--- config.mk ---
export PLATFORM = sky130hd
export DESIGN_NAME = ccsr_regs
export DESIGN_NICKNAME = d
export VERILOG_FILES = /design/src/ccsr_pkg.sv /design/src/ccsr_spi_if.sv /design/src/ccsr_regs.sv /design/src/ccsr_spi_engine.sv
export VERILOG_INCLUDE_DIRS = /design/src
export SDC_FILE = /design/constraint.sdc
export NUM_CORES = 1
export LEC_CHECK = 0
export ABC_CLOCK_PERIOD_IN_PS = 3700
export BUFFER_PORTS_ARGS = -buffer_cell sky130_fd_sc_hd__buf_2
export CAP_MARGIN = 25
export CORE_UTILIZATION = 61
export CTS_CLUSTER_SIZE = 14
export DETAILED_ROUTE_END_ITERATION = 8
export PLACE_DENSITY = 0.8
export SYNTH_ARGS = -nofsm -noshare
export SYNTH_HDL_FRONTEND = slang
export SYNTH_HIERARCHICAL = 1
export SYNTH_SLANG_ARGS = --single-unit
--- constraint.sdc ---
create_clock -name clk -period 3.7 [get_ports clk]
set_input_delay 0.185 -clock clk [delete_from_list [all_inputs] [get_ports clk]]
set_output_delay 0.185 -clock clk [all_outputs]
set_load 0.05 [all_outputs]
--- src/ccsr_consts.svh ---
`ifndef CCSR_CONSTS_SVH
`define CCSR_CONSTS_SVH

// Register byte addresses on the serial port.
`define CCSR_ADDR_CONFIG_A  15'h000
`define CCSR_ADDR_USER_CFG  15'h010
`define CCSR_ADDR_CLK_A     15'h029
`define CCSR_ADDR_CLK_B     15'h02A
`define CCSR_ADDR_POS_HI    15'h02C
`define CCSR_ADDR_POS_MID   15'h02D
`define CCSR_ADDR_POS_LO    15'h02E
`define CCSR_ADDR_FS_A_HI   15'h030
`define CCSR_ADDR_FS_A_LO   15'h031
`define CCSR_ADDR_FS_B_HI   15'h032
`define CCSR_ADDR_FS_B_LO   15'h033
`define CCSR_ADDR_BYPASS    15'h038
`define CCSR_ADDR_TSTAMP    15'h03B

// Field positions.
`define CCSR_BIT_DIR_UP     5
`define CCSR_BIT_FOUR_WIRE  4
`define CCSR_BIT_FREEZE     0
`define CCSR_BIT_PROC_ON    6
`define CCSR_BIT_RECV_ON    5
`define CCSR_BIT_FINE       4
`define CCSR_PICK_MSB       3
`define CCSR_PICK_LSB       0
`define CCSR_BIT_FLIP       0
`define CCSR_BIT_SREF_PECL  1
`define CCSR_BIT_SCLK_PECL  2

// Reset values.
`define CCSR_RST_BYTE       8'h00
`define CCSR_RST_CLK_B      8'h20
`define CCSR_RST_FS         16'hA000
`define CCSR_RST_POS        24'h000000
`define CCSR_RST_TAPS       16'h0000

// Serial frame counts: header is sixteen bits, data comes in bytes.
`define CCSR_HDR_LAST       4'hF
`define CCSR_BYTE_LAST      4'h7
`define CCSR_CNT_ZERO       4'h0
`define CCSR_CNT_ONE        4'h1

`endif

--- src/ccsr_pkg.sv ---
`default_nettype none

package ccsr_pkg;

  // Phase of the serial frame.
  typedef enum logic [1:0] {
    PH_IDLE,
    PH_HEADER,
    PH_DATA
  } ccsr_phase_e;

  // State of the serial engine.
  typedef struct packed {
    logic [2:0]  meta;
    logic [2:0]  stab;
    logic        sclk_prev;
    ccsr_phase_e phase;
    logic [3:0]  bitcnt;
    logic [15:0] shin;
    logic [7:0]  shout;
    logic        is_read;
    logic        sdo;
    logic        sdo_oe;
    logic        hdr_stb;
    logic        byte_stb;
  } ccsr_spi_s;

  // State of the register bank and SYSREF path.
  typedef struct packed {
    logic [14:0] addr;
    logic        dir_up;
    logic [7:0]  user_cfg;
    logic [7:0]  clk_a;
    logic [7:0]  clk_b;
    logic [15:0] fs_a;
    logic [15:0] fs_b;
    logic [7:0]  bypass;
    logic [7:0]  tstamp;
    logic        sref_m;
    logic        sref_s;
    logic [15:0] taps;
    logic        aligned;
    logic        aligned_prev;
    logic        div;
    logic [23:0] history;
    logic [23:0] edge_pos;
    logic        event_p;
  } ccsr_regs_s;

endpackage : ccsr_pkg

`default_nettype wire

--- src/ccsr_spi_if.sv ---
`default_nettype none

// Carries decoded frame events from the serial engine to the registers.
interface ccsr_spi_if;
  logic        hdr_stb;
  logic        byte_stb;
  logic        is_read;
  logic [14:0] hdr_addr;
  logic [7:0]  wdata;
  logic [7:0]  rdata;

  modport engine (
    output hdr_stb, byte_stb, is_read, hdr_addr, wdata,
    input  rdata
  );

  modport regs (
    input  hdr_stb, byte_stb, is_read, hdr_addr, wdata,
    output rdata
  );
endinterface : ccsr_spi_if

`default_nettype wire

--- src/ccsr_regs.sv ---
`include "ccsr_consts.svh"
`default_nettype none

// Overview of operation
// - Freeze clear: address steps by stream direction.
// - Freeze set: address held through streaming.
// - Direction set increments, clear decrements address.
// - SYSREF events acted on only with processor on.
// - Fine view changes reported edge position.
// - Delay pick selects SYSREF delay tap.
// - Polarity flip inverts SYSREF before alignment.
// - PECL mode bits for sample clock, SYSREF.
// - Edge position is 24-bit, read only.
// - Full-scale words set input ranges.

module ccsr_regs
  import ccsr_pkg::*;
(
  // Clock and reset.
  input  wire logic        clk,
  input  wire logic        reset,
  // Four-wire serial port pins.
  input  wire logic        spi_sclk,
  input  wire logic        spi_cs_n,
  input  wire logic        spi_sdi,
  output var  logic        spi_sdo,
  output var  logic        spi_sdo_oe,
  // SYSREF pin, asynchronous.
  input  wire logic        sysref_in,
  // SYSREF path results.
  output var  logic        sysref_aligned,
  output var  logic        sysref_event,
  // Analog front-end controls.
  output var  logic        sysref_receiver_on,
  output var  logic        sysref_pecl_mode,
  output var  logic        sample_clock_pecl_mode,
  output var  logic [15:0] input_a_full_scale,
  output var  logic [15:0] input_b_full_scale,
  output var  logic [7:0]  reference_bypass,
  output var  logic [7:0]  timestamp_input_control
);

  localparam ccsr_regs_s RESET_VAL = '{
    addr:     15'h0000,
    dir_up:   1'b1,
    user_cfg: `CCSR_RST_BYTE,
    clk_a:    `CCSR_RST_BYTE,
    clk_b:    `CCSR_RST_CLK_B,
    fs_a:     `CCSR_RST_FS,
    fs_b:     `CCSR_RST_FS,
    bypass:   `CCSR_RST_BYTE,
    tstamp:   `CCSR_RST_BYTE,
    taps:     `CCSR_RST_TAPS,
    history:  `CCSR_RST_POS,
    edge_pos: `CCSR_RST_POS,
    default:  '0
  };

  ccsr_spi_if bus ();

  ccsr_regs_s  q;
  ccsr_regs_s  d;
  logic        freeze;
  logic        proc_on;
  logic        recv_on;
  logic        fine;
  logic        flip;
  logic [3:0]  pick;
  logic        sref_in;
  logic        hist_en;
  logic        edge_seen;
  logic        wr_en;
  logic [14:0] next_addr;

  // Serial engine: synchronises the pins and decodes the frame.
  ccsr_spi_engine u_engine (
    .clk        (clk),
    .reset      (reset),
    .spi_sclk   (spi_sclk),
    .spi_cs_n   (spi_cs_n),
    .spi_sdi    (spi_sdi),
    .spi_sdo    (spi_sdo),
    .spi_sdo_oe (spi_sdo_oe),
    .bus        (bus.engine)
  );

  // Control fields pulled out of the stored registers.
  assign freeze  = q.user_cfg[`CCSR_BIT_FREEZE];
  assign proc_on = q.clk_a[`CCSR_BIT_PROC_ON];
  assign recv_on = q.clk_a[`CCSR_BIT_RECV_ON];
  assign fine    = q.clk_a[`CCSR_BIT_FINE];
  assign pick    = q.clk_a[`CCSR_PICK_MSB:`CCSR_PICK_LSB];
  assign flip    = q.clk_b[`CCSR_BIT_FLIP];

  // Returns the byte seen at one address; unmapped space reads zero.
  function automatic logic [7:0] read_byte(
    input ccsr_regs_s  r,
    input logic [14:0] a
  );
    logic [7:0] v;
    v = 8'h00;
    case (a)
      `CCSR_ADDR_CONFIG_A: begin
        v[`CCSR_BIT_DIR_UP]    = r.dir_up;
        v[`CCSR_BIT_FOUR_WIRE] = 1'b1;
      end
      `CCSR_ADDR_USER_CFG: v = r.user_cfg;
      `CCSR_ADDR_CLK_A:    v = r.clk_a;
      `CCSR_ADDR_CLK_B:    v = r.clk_b;
      `CCSR_ADDR_POS_HI:   v = r.edge_pos[23:16];
      `CCSR_ADDR_POS_MID:  v = r.edge_pos[15:8];
      `CCSR_ADDR_POS_LO:   v = r.edge_pos[7:0];
      `CCSR_ADDR_FS_A_HI:  v = r.fs_a[15:8];
      `CCSR_ADDR_FS_A_LO:  v = r.fs_a[7:0];
      `CCSR_ADDR_FS_B_HI:  v = r.fs_b[15:8];
      `CCSR_ADDR_FS_B_LO:  v = r.fs_b[7:0];
      `CCSR_ADDR_BYPASS:   v = r.bypass;
      `CCSR_ADDR_TSTAMP:   v = r.tstamp;
      default:             v = 8'h00;
    endcase
    return v;
  endfunction : read_byte

  // Read data follows the current address so it is ready before the
  // next falling clock edge on the serial port.
  assign bus.rdata = read_byte(q, q.addr);

  // A data byte is written only in a write frame.
  assign wr_en = bus.byte_stb & ~bus.is_read;

  // Streaming step: held, counted up or counted down.
  always_comb begin
    if (freeze) begin
      next_addr = q.addr;
    end else if (q.dir_up) begin
      next_addr = q.addr + 15'h0001;
    end else begin
      next_addr = q.addr - 15'h0001;
    end
  end

  // SYSREF after the polarity choice; a disabled receiver reads low.
  assign sref_in = recv_on & (q.sref_s ^ flip);

  // The coarse view samples every other cycle, the fine view every one.
  assign hist_en = fine | q.div;

  // A rising edge on the aligned SYSREF is an event.
  assign edge_seen = q.aligned & ~q.aligned_prev;

  // Next state of the whole bank.
  always_comb begin
    d = q;

    // Address register: loaded by the header, stepped after each byte.
    if (bus.hdr_stb) begin
      d.addr = bus.hdr_addr;
    end else if (bus.byte_stb) begin
      d.addr = next_addr;
    end

    // Register writes; read-only status ignores them.
    if (wr_en) begin
      case (q.addr)
        `CCSR_ADDR_CONFIG_A: begin
          d.dir_up = bus.wdata[`CCSR_BIT_DIR_UP];
        end
        `CCSR_ADDR_USER_CFG: d.user_cfg = bus.wdata;
        `CCSR_ADDR_CLK_A:    d.clk_a = bus.wdata;
        `CCSR_ADDR_CLK_B:    d.clk_b = bus.wdata;
        `CCSR_ADDR_FS_A_HI:  d.fs_a[15:8] = bus.wdata;
        `CCSR_ADDR_FS_A_LO:  d.fs_a[7:0] = bus.wdata;
        `CCSR_ADDR_FS_B_HI:  d.fs_b[15:8] = bus.wdata;
        `CCSR_ADDR_FS_B_LO:  d.fs_b[7:0] = bus.wdata;
        `CCSR_ADDR_BYPASS:   d.bypass = bus.wdata;
        `CCSR_ADDR_TSTAMP:   d.tstamp = bus.wdata;
        default: begin
          d.addr = d.addr;
        end
      endcase
    end

    // SYSREF pin synchroniser; only the second stage is used.
    d.sref_m = sysref_in;
    d.sref_s = q.sref_m;

    // Delay line; the chosen tap becomes the aligned SYSREF.
    d.taps         = {q.taps[14:0], sref_in};
    d.aligned      = q.taps[pick];
    d.aligned_prev = q.aligned;

    // Coarse sampling divider.
    d.div = ~q.div;

    // Edge history and capture, both gated by the processor enable.
    d.event_p = 1'b0;
    if (proc_on) begin
      if (hist_en) begin
        d.history = {q.history[22:0], sref_in};
      end
      if (edge_seen) begin
        d.event_p  = 1'b1;
        d.edge_pos = q.history;
      end
    end
  end

  // State register; the control bank takes its reset values here.
  always_ff @(posedge clk) begin
    if (reset) begin
      q <= RESET_VAL;
    end else begin
      q <= d;
    end
  end

  // Outputs straight from the state register.
  assign sysref_aligned          = q.aligned;
  assign sysref_event            = q.event_p;
  assign sysref_receiver_on      = recv_on;
  assign sysref_pecl_mode        = q.clk_b[`CCSR_BIT_SREF_PECL];
  assign sample_clock_pecl_mode  = q.clk_b[`CCSR_BIT_SCLK_PECL];
  assign input_a_full_scale      = q.fs_a;
  assign input_b_full_scale      = q.fs_b;
  assign reference_bypass        = q.bypass;
  assign timestamp_input_control = q.tstamp;

endmodule : ccsr_regs

`default_nettype wire

--- src/ccsr_spi_engine.sv ---
`include "ccsr_consts.svh"
`default_nettype none

module ccsr_spi_engine
  import ccsr_pkg::*;
(
  // Clock and reset.
  input  wire logic   clk,
  input  wire logic   reset,
  // Serial pins, raw from outside.
  input  wire logic   spi_sclk,
  input  wire logic   spi_cs_n,
  input  wire logic   spi_sdi,
  output var  logic   spi_sdo,
  output var  logic   spi_sdo_oe,
  // Frame events toward the registers.
  ccsr_spi_if.engine  bus
);

  // Chip select rests high in the synchroniser, so that no false frame
  // start is seen in the cycles right after reset.
  localparam ccsr_spi_s RESET_VAL = '{
    meta:    3'h2,
    stab:    3'h2,
    phase:   PH_IDLE,
    bitcnt:  `CCSR_CNT_ZERO,
    default: '0
  };

  ccsr_spi_s q;
  ccsr_spi_s d;
  logic      sclk_s;
  logic      cs_n_s;
  logic      sdi_s;
  logic      rise;
  logic      fall;

  // Only the second synchroniser stage is looked at.
  assign sclk_s = q.stab[2];
  assign cs_n_s = q.stab[1];
  assign sdi_s  = q.stab[0];
  assign rise   = sclk_s & ~q.sclk_prev;
  assign fall   = ~sclk_s & q.sclk_prev;

  // Frame decoder: header bits on rising edges, read data on falling ones.
  always_comb begin
    d          = q;
    d.meta     = {spi_sclk, spi_cs_n, spi_sdi};
    d.stab     = q.meta;
    d.sclk_prev = sclk_s;
    d.hdr_stb  = 1'b0;
    d.byte_stb = 1'b0;
    if (cs_n_s) begin
      d.phase  = PH_IDLE;
      d.bitcnt = `CCSR_CNT_ZERO;
      d.sdo_oe = 1'b0;
      d.sdo    = 1'b0;
    end else begin
      case (q.phase)
        PH_IDLE: begin
          d.phase  = PH_HEADER;
          d.bitcnt = `CCSR_CNT_ZERO;
        end
        PH_HEADER: begin
          if (rise) begin
            d.shin   = {q.shin[14:0], sdi_s};
            d.bitcnt = q.bitcnt + `CCSR_CNT_ONE;
            if (q.bitcnt == `CCSR_HDR_LAST) begin
              d.hdr_stb = 1'b1;
              d.is_read = q.shin[14];
              d.phase   = PH_DATA;
              d.bitcnt  = `CCSR_CNT_ZERO;
            end
          end
        end
        PH_DATA: begin
          if (rise) begin
            d.shin   = {q.shin[14:0], sdi_s};
            d.bitcnt = q.bitcnt + `CCSR_CNT_ONE;
            if (q.bitcnt == `CCSR_BYTE_LAST) begin
              d.byte_stb = 1'b1;
              d.bitcnt   = `CCSR_CNT_ZERO;
            end
          end
          // A falling edge at count zero starts the next read byte.
          if (fall && q.is_read) begin
            d.sdo_oe = 1'b1;
            if (q.bitcnt == `CCSR_CNT_ZERO) begin
              d.sdo   = bus.rdata[7];
              d.shout = {bus.rdata[6:0], 1'b0};
            end else begin
              d.sdo   = q.shout[7];
              d.shout = {q.shout[6:0], 1'b0};
            end
          end
        end
        default: begin
          d.phase = PH_IDLE;
        end
      endcase
    end
  end

  // State register.
  always_ff @(posedge clk) begin
    if (reset) begin
      q <= RESET_VAL;
    end else begin
      q <= d;
    end
  end

  // Frame events and pin drive.
  assign bus.hdr_stb  = q.hdr_stb;
  assign bus.byte_stb = q.byte_stb;
  assign bus.is_read  = q.is_read;
  assign bus.hdr_addr = q.shin[14:0];
  assign bus.wdata    = q.shin[7:0];
  assign spi_sdo      = q.sdo;
  assign spi_sdo_oe   = q.sdo_oe;

endmodule : ccsr_spi_engine

`default_nettype wire

**Yosys cells after proc, flatten, opt, wreduce, memory -nomap -nowiden**

Index checks and enable logic that the tools add are counted.

- Register bits: 199

- Magnitude comparators: 1
- Bitwise logic cells: 17
- Equal/unequal tests: 19
- Reductions and logical operators: 28
- Mux-type cells: 21
- Add/sub/neg operators: 3

Operator list:

| operator | number |
|---|---|
| $eq A15 B6 Y1 const B | 11 |
| $mux W15 | 4 |
| $pmux W4 S12 | 1 |
| $pmux W15 S2 | 1 |
| $pmux W2 S13 | 1 |
| $reduce_and A2 Y1 | 13 |
| $pmux W2 S12 | 1 |
| $mux W22 | 1 |
| $mux W20 | 1 |
| $add A15 B1 Y15 const B | 1 |
| $eq A15 B5 Y1 const B | 1 |
| $logic_not A15 Y1 | 1 |
| $sub A15 B1 Y15 const B | 1 |
| $pmux W4 S3 | 1 |
| $not A1 Y1 | 10 |
| $reduce_and A3 Y1 | 3 |
| $mux W8 | 1 |
| $reduce_and A4 Y1 | 2 |
| $reduce_or A4 Y1 | 2 |
| $mux W6 | 1 |
| $ne A2 B1 Y1 const B | 3 |
| $pmux W2 S3 | 1 |
| $and A1 B1 Y1 | 5 |
| $lt A4 B5 Y1 const B | 1 |
| 16 further kinds | 21 |

**Logic depth before layout (Yosys ltp)**

- Depth after elaboration: 5
- Depth in mapped cells: 11

**Cells and area by module**

Netlist, hierarchy kept.

Modules (own cells, without submodules):

| module | area an instance (µm²) | instances | cells each |
|---|---|---|---|
| ccsr_regs | 7783.7 | 1 | 923 |
| ccsr_spi_engine | 1843.0 | 1 | 185 |

**Worst setup path before layout**

Ideal clock, no wire load.

- Kind: register -> register
- Start point: reg q[144] (netlist bit)
- End point: reg q[157] (netlist bit)
- Setup time: 0.070 ns
- Required time: 3.630 ns
- Slack: 0.935 ns
- Period minus slack after synthesis: 2.765 ns
- Data arrival time: 2.695 ns
- Stages on the path, launching flop included: 11
- Cells stage by stage: dfxtp_1 -> clkbuf_1 -> buf_1 -> inv_1 -> fa_1 -> nor2b_1 -> o31a_1 -> o31ai_1 -> o22ai_1 -> mux2_2 -> a21oi_1

- Word-level cells in the longest chain between the ends: 5

Ends and longest elaborated chain:

| what | line | text |
|---|---|---|
| from (decl) | ccsr_regs.sv:61 | `ccsr_regs_s q;` |
| from (signal assigned) | ccsr_regs.sv:211 | `q <= RESET_VAL;` |
| from (signal assigned) | ccsr_regs.sv:213 | `q <= d;` |
| $sub A15 B1 Y15 / $add A15 B1 Y15 (equally long branches) | ccsr_regs.sv:138, ccsr_regs.sv:136 |  |
| $mux W15 (*) | ccsr_regs.sv:135 | `end else if (q.dir_up) begin` |
| $mux W15 (*) | ccsr_regs.sv:133 | `if (freeze) begin` |
| $mux W15 (*) | ccsr_regs.sv:158 | `end else if (bus.byte_stb) begin` |
| $mux W15 (*) | ccsr_regs.sv:156 | `if (bus.hdr_stb) begin` |

Mark *: on every way between the ends. The rest lies on a longest branch, timed or not.
A chain may end at the register's enable or synchronous reset.

**Worst setup path after layout**

- Start point: reg q[143] (netlist bit)
- End point: reg u_engine/q[7] (netlist bit)

- Word-level cells in the longest chain between the ends: 3

Ends and longest elaborated chain:

| what | line | text |
|---|---|---|
| $eq A15 B6 Y1 / $eq A15 B5 Y1 (equally long branches) | ccsr_regs.sv:102 | `case (a)` |
| $pmux W4 S12 (*) | ccsr_regs.sv:102 |  |
| net bus.rdata[1] | ccsr_spi_if.sv:10 | `logic [7:0] rdata;` |
| $mux W8 (*) | ccsr_spi_engine.sv:88 | `` if (q.bitcnt == `CCSR_CNT_ZERO) begin `` |
| to (signal assigned) | ccsr_spi_engine.sv:107 | `q <= RESET_VAL;` |
| to (signal assigned) | ccsr_spi_engine.sv:109 | `q <= d;` |
| to (decl) | ccsr_spi_engine.sv:30 | `ccsr_spi_s q;` |

Mark *: on every way through the listed nets, which the timed path passes. The rest lies on a longest branch.

==> summary.txt <==
Worst setup path
  • Master of the slowest instance on the critical path: sky130_fd_sc_hd__dfxtp_1
  • Max FO, Critical Path: 28
  • Reg-to-reg slack, setup: 0.77 ns
  • Cells on worst reg2reg path: 8
  • Worst setup path end: u_engine/q[7]
  • Gate family responsible for the most delay along the worst path: simple AND/OR/NAND/NOR gates
  • Critical Path Start: q[143]
  • Cell chain of the critical path: or2_2, nor4_2, and2_1, a22o_1, a311oi_1, o211ai_1, mux2i_1, a211oi_1
  • Critical Path RT: 4.05 ns
  • Type of element launching the critical path: flip-flop
  • Buf/Inv on CP: 0
  • Data arrival, critical path: 3.28 ns
  • Sort of element at the end of the critical path: flip-flop
  • Crit Reg-Reg Startpoint: q[143]
  • Endpoint of the worst register-to-register path: u_engine/q[7]
  • Critical Setup Path Class: reg2reg
  • Critical path depth in cells: 8
  • Crit path largest cell delay: 0.65 ns

Clock network
  • Post_cts resized: 0
  • Number of buffers between clock root and the deepest sink: 2
  • Clock-pin slew of the registers on the worst-case setup and hold paths: 0.07 ns
  • Number of CTS-inserted buffers: 17
  • Num Clock Sinks: 198
  • Clock root buffer: sky130_fd_sc_hd__clkbuf_16
  • Clock latency reported for the late side of the worst-skew pair: 0.44 ns
  • CTS H-tree depth: 4
  • Clock tree from TritonCTS: built

Route
  • Routed length per placed instance: 18.2 microns
  • Vias per cell: 5.99
  • Vias post-DR: 7,655
  • Final routed DRC violation total: 0
  • First drt pass iteration count: 5
  • DRT Wirelength: 23,300 microns
  • Post-DRT Antenna Nets: 0
  • Iter 0 DRT Violations: 681

Flow run
  • Maximum capacitance violations: 0

Run status
  • Outcome: finished clean

Synthesis
  • Sequential area share after synthesis: 41.2%
  • Leading register cell type out of synthesis: sky130_fd_sc_hd__dfxtp_1
  • Distinct cell type count of the synthesized netlist: 76
  • Yosys reg bits: 198
  • Cell count after synthesis: 1,108
  • EDFF count, synth: 0
  • Post-synthesis average cell area: 8.69 sq um
  • Number of synthesis warnings: 6
  • Total standard cell area after synthesis: 9630 sq um
  • Syn nets: 1,134
  • Async set-or-reset flop fraction in the synthesized netlist: 0%

STA
  • Finish-stage setup viols: 0
  • Setup Skew: 0.00869 ns
  • Setup repair after global routing missed its margin: no
  • Slew Viols, Final: 0
  • Post-layout min period: 2.93 ns
  • Maximum clock rate: 0.341 GHz
  • Endpoints failing hold: 0
  • Final period utilization: 79.2%
  • Sum of negative setup slack: 0 ns
  • Worst slew slack as a fraction of its limit: 29.0%
  • Worst Tran Pin Value: 1.06 ns

GRT
  • Residual overflow from global routing: 0
  • GR Util All Layers: 29.3%
  • Initial antenna violation count: 0
  • Wire length of the first global-routing pass: 37,000 microns
  • Via count of the first global-routing pass: 6,828
  • Largest net degree at the start of global routing: 147

Placement
  • Dpl hpwl: 15,500 microns
  • Final weighted congestion in routability-driven placement: 0.942
  • Number of I/O port buffers: 60

Floorplanning
  • Horizontal die dimension: 128 microns
  • Starting density of the core: 62.9%
  • Vert. Die Dim: 128 microns
  • Count of standard-cell rows: 45
  • Die footprint: 16,300 sq um
  • Placeable core region: 15,300 sq um
  • Boundary pin count: 61

Power
  • Worst-case vdd ir drop: 0.000375 V
  • Power per cell area: 395 nW/um^2
  • Static leakage: 3.90 nW

Cells and area
  • ANT cells: 0
  • Share of post-route cells with drive strength above 1: 12.9%
  • Final nets: 1,082
  • Filler Cell Count: 1,286
  • Synthesis-to-finish area growth: 4.29%
  • Finished Core Util: 65.6%

Min path
  • Type of the most critical hold path: in2reg
[where the power goes]
part | switching [W] | leakage (nW) | internal [W] | total, W
logic | 0.0000393 | 2.04 | 0.0000161 | 0.0000554
clock network | 0.000871 | 0.266 | 0.000897 | 0.00177
registers | 0.00000286 | 1.60 | 0.00213 | 0.00214
[cells by family after synthesis]
| kind of cell | Yosys count | synth area share [%] |
|---|---|---|
| XOR/XNOR | 11 | 1.00 |
| flip-flops | 198 | 41.2 |
| multiplexers | 98 | 11.0 |
| AND/OR/NAND/NOR | 417 | 21.0 |
| adder cells (fa/ha/maj) | 20 | 2.68 |
| AO/OA/AOI/OAI | 204 | 13.7 |
| buffers and inverters | 160 | 9.41 |
[final cells by class]
class	instances	area [sq um]	area share, %
well taps	211	264	2.63
repair buffers	74	442	4.40
inverters	15	56.3	0.561
clock inverters	12	115	1.15
flip-flops and latches	198	3960	39.5
multi-input cells	750	4760	47.4
clock buffers	18	439	4.37
[layer usage]
metal	GRT usage (%)	wire (microns)
met4	7.96	303
met5	0	0
met3	5.36	1820
met1	42.4	10600
met2	45.0	10600
[placed cells by master, fill, tap and decap left out, drive strengths merged, types with 5 or more instances in the layout]
| cell | netlist | routed |
|---|---|---|
| nand2 | 154 | 154 |
| nand3 | 25 | 25 |
| mux4 | 6 | 6 |
| xnor2 | 8 | 8 |
| buf | 89 | 70 |
| a21o | 6 | 6 |
| clkbuf | 56 | 18 |
| dfxtp | 198 | 198 |
| a31oi | 6 | 6 |
| nand2b | 8 | 8 |
| a22oi | 10 | 10 |
| a21oi | 90 | 90 |
| nor2 | 122 | 122 |
| and3 | 14 | 14 |
| o22ai | 6 | 6 |
| a211oi | 13 | 13 |
| a311oi | 6 | 6 |
| and2 | 7 | 7 |
| mux2i | 89 | 89 |
| ha | 19 | 19 |
| or2 | 5 | 5 |
| o211ai | 5 | 5 |
| nor3 | 16 | 16 |
| inv | 15 | 21 |
| nor2b | 37 | 37 |
| a211o | 7 | 7 |
| o21ai | 25 | 25 |
[state kept, by name, summed over array words and instances (netlist names), 4 cells and up]
register / flops
timestamp_input_control: 8
input_b_full_scale: 16
d: 16
reference_bypass: 8
u_engine/bus.hdr_addr: 15
q: 81
u_engine/d: 4
u_engine/q: 15
pick: 4
input_a_full_scale: 16
[what timing repair did]
item,CTS,global route
buffers inserted,0,0
hold buffers,4,0
endpoints found under the hold margin,4,0
[cells in the mapped netlist, types with 7 or more instances]
library cell	instances	area, sq um
sky130_fd_sc_hd__nand2_1	154	578
sky130_fd_sc_hd__mux2i_1	89	891
sky130_fd_sc_hd__a211o_1	7	61.3
sky130_fd_sc_hd__dfxtp_1	198	3960
sky130_fd_sc_hd__buf_4	73	548
sky130_fd_sc_hd__nand2b_1	8	50.1
sky130_fd_sc_hd__and2_1	7	43.8
sky130_fd_sc_hd__nand3_1	23	115
sky130_fd_sc_hd__clkbuf_1	55	206
sky130_fd_sc_hd__inv_1	15	56.3
sky130_fd_sc_hd__buf_1	7	26.3
sky130_fd_sc_hd__o21ai_0	23	115
sky130_fd_sc_hd__nor2_1	119	447
sky130_fd_sc_hd__nor2b_1	37	231
sky130_fd_sc_hd__nor3_1	12	60.1
sky130_fd_sc_hd__a211oi_1	10	75.1
sky130_fd_sc_hd__a22oi_1	10	75.1
sky130_fd_sc_hd__and3_1	14	87.6
sky130_fd_sc_hd__ha_1	19	238
sky130_fd_sc_hd__xnor2_1	8	70.1
sky130_fd_sc_hd__a21oi_1	90	450
[how the worst min path moves through the flow]
stage          startpoint              endpoint  slack, ns  cells past startpoint
2_1_floorplan    spi_cs_n        u_engine/d[37]       0.29                      1
3_3_place_gp     spi_cs_n        u_engine/d[37]       0.37                      2
3_5_place_dp     spi_cs_n        u_engine/d[37]       0.37                      2
4_1_cts             reset  u_engine/bus.is_read       0.36                      2
5_1_grt             reset        u_engine/d[36]       0.01                      2
6_report            reset                q[153]       0.01                      2
[per-stage QoR]
stage / total power [W] / setup slack (ns) / hold slack [ns] / cells / cell area, sq um
final: 0.00396 / 0.771 / 0.0123 / 1278 / 10000
after CTS: 0.00397 / 0.824 / 0.361 / 1277 / 10000
after detailed placement: 0.00224 / 0.865 / 0.371 / 1243 / 9420
after global routing: 0.00407 / 0.616 / 0.0122 / 1278 / 10000
after floorplan: 0.00222 / 0.935 / 0.289 / 1108 / 9630
after global placement: 0.00224 / 0.889 / 0.366 / 1243 / 9420
Note: power is estimated with default switching activity, not from simulation.
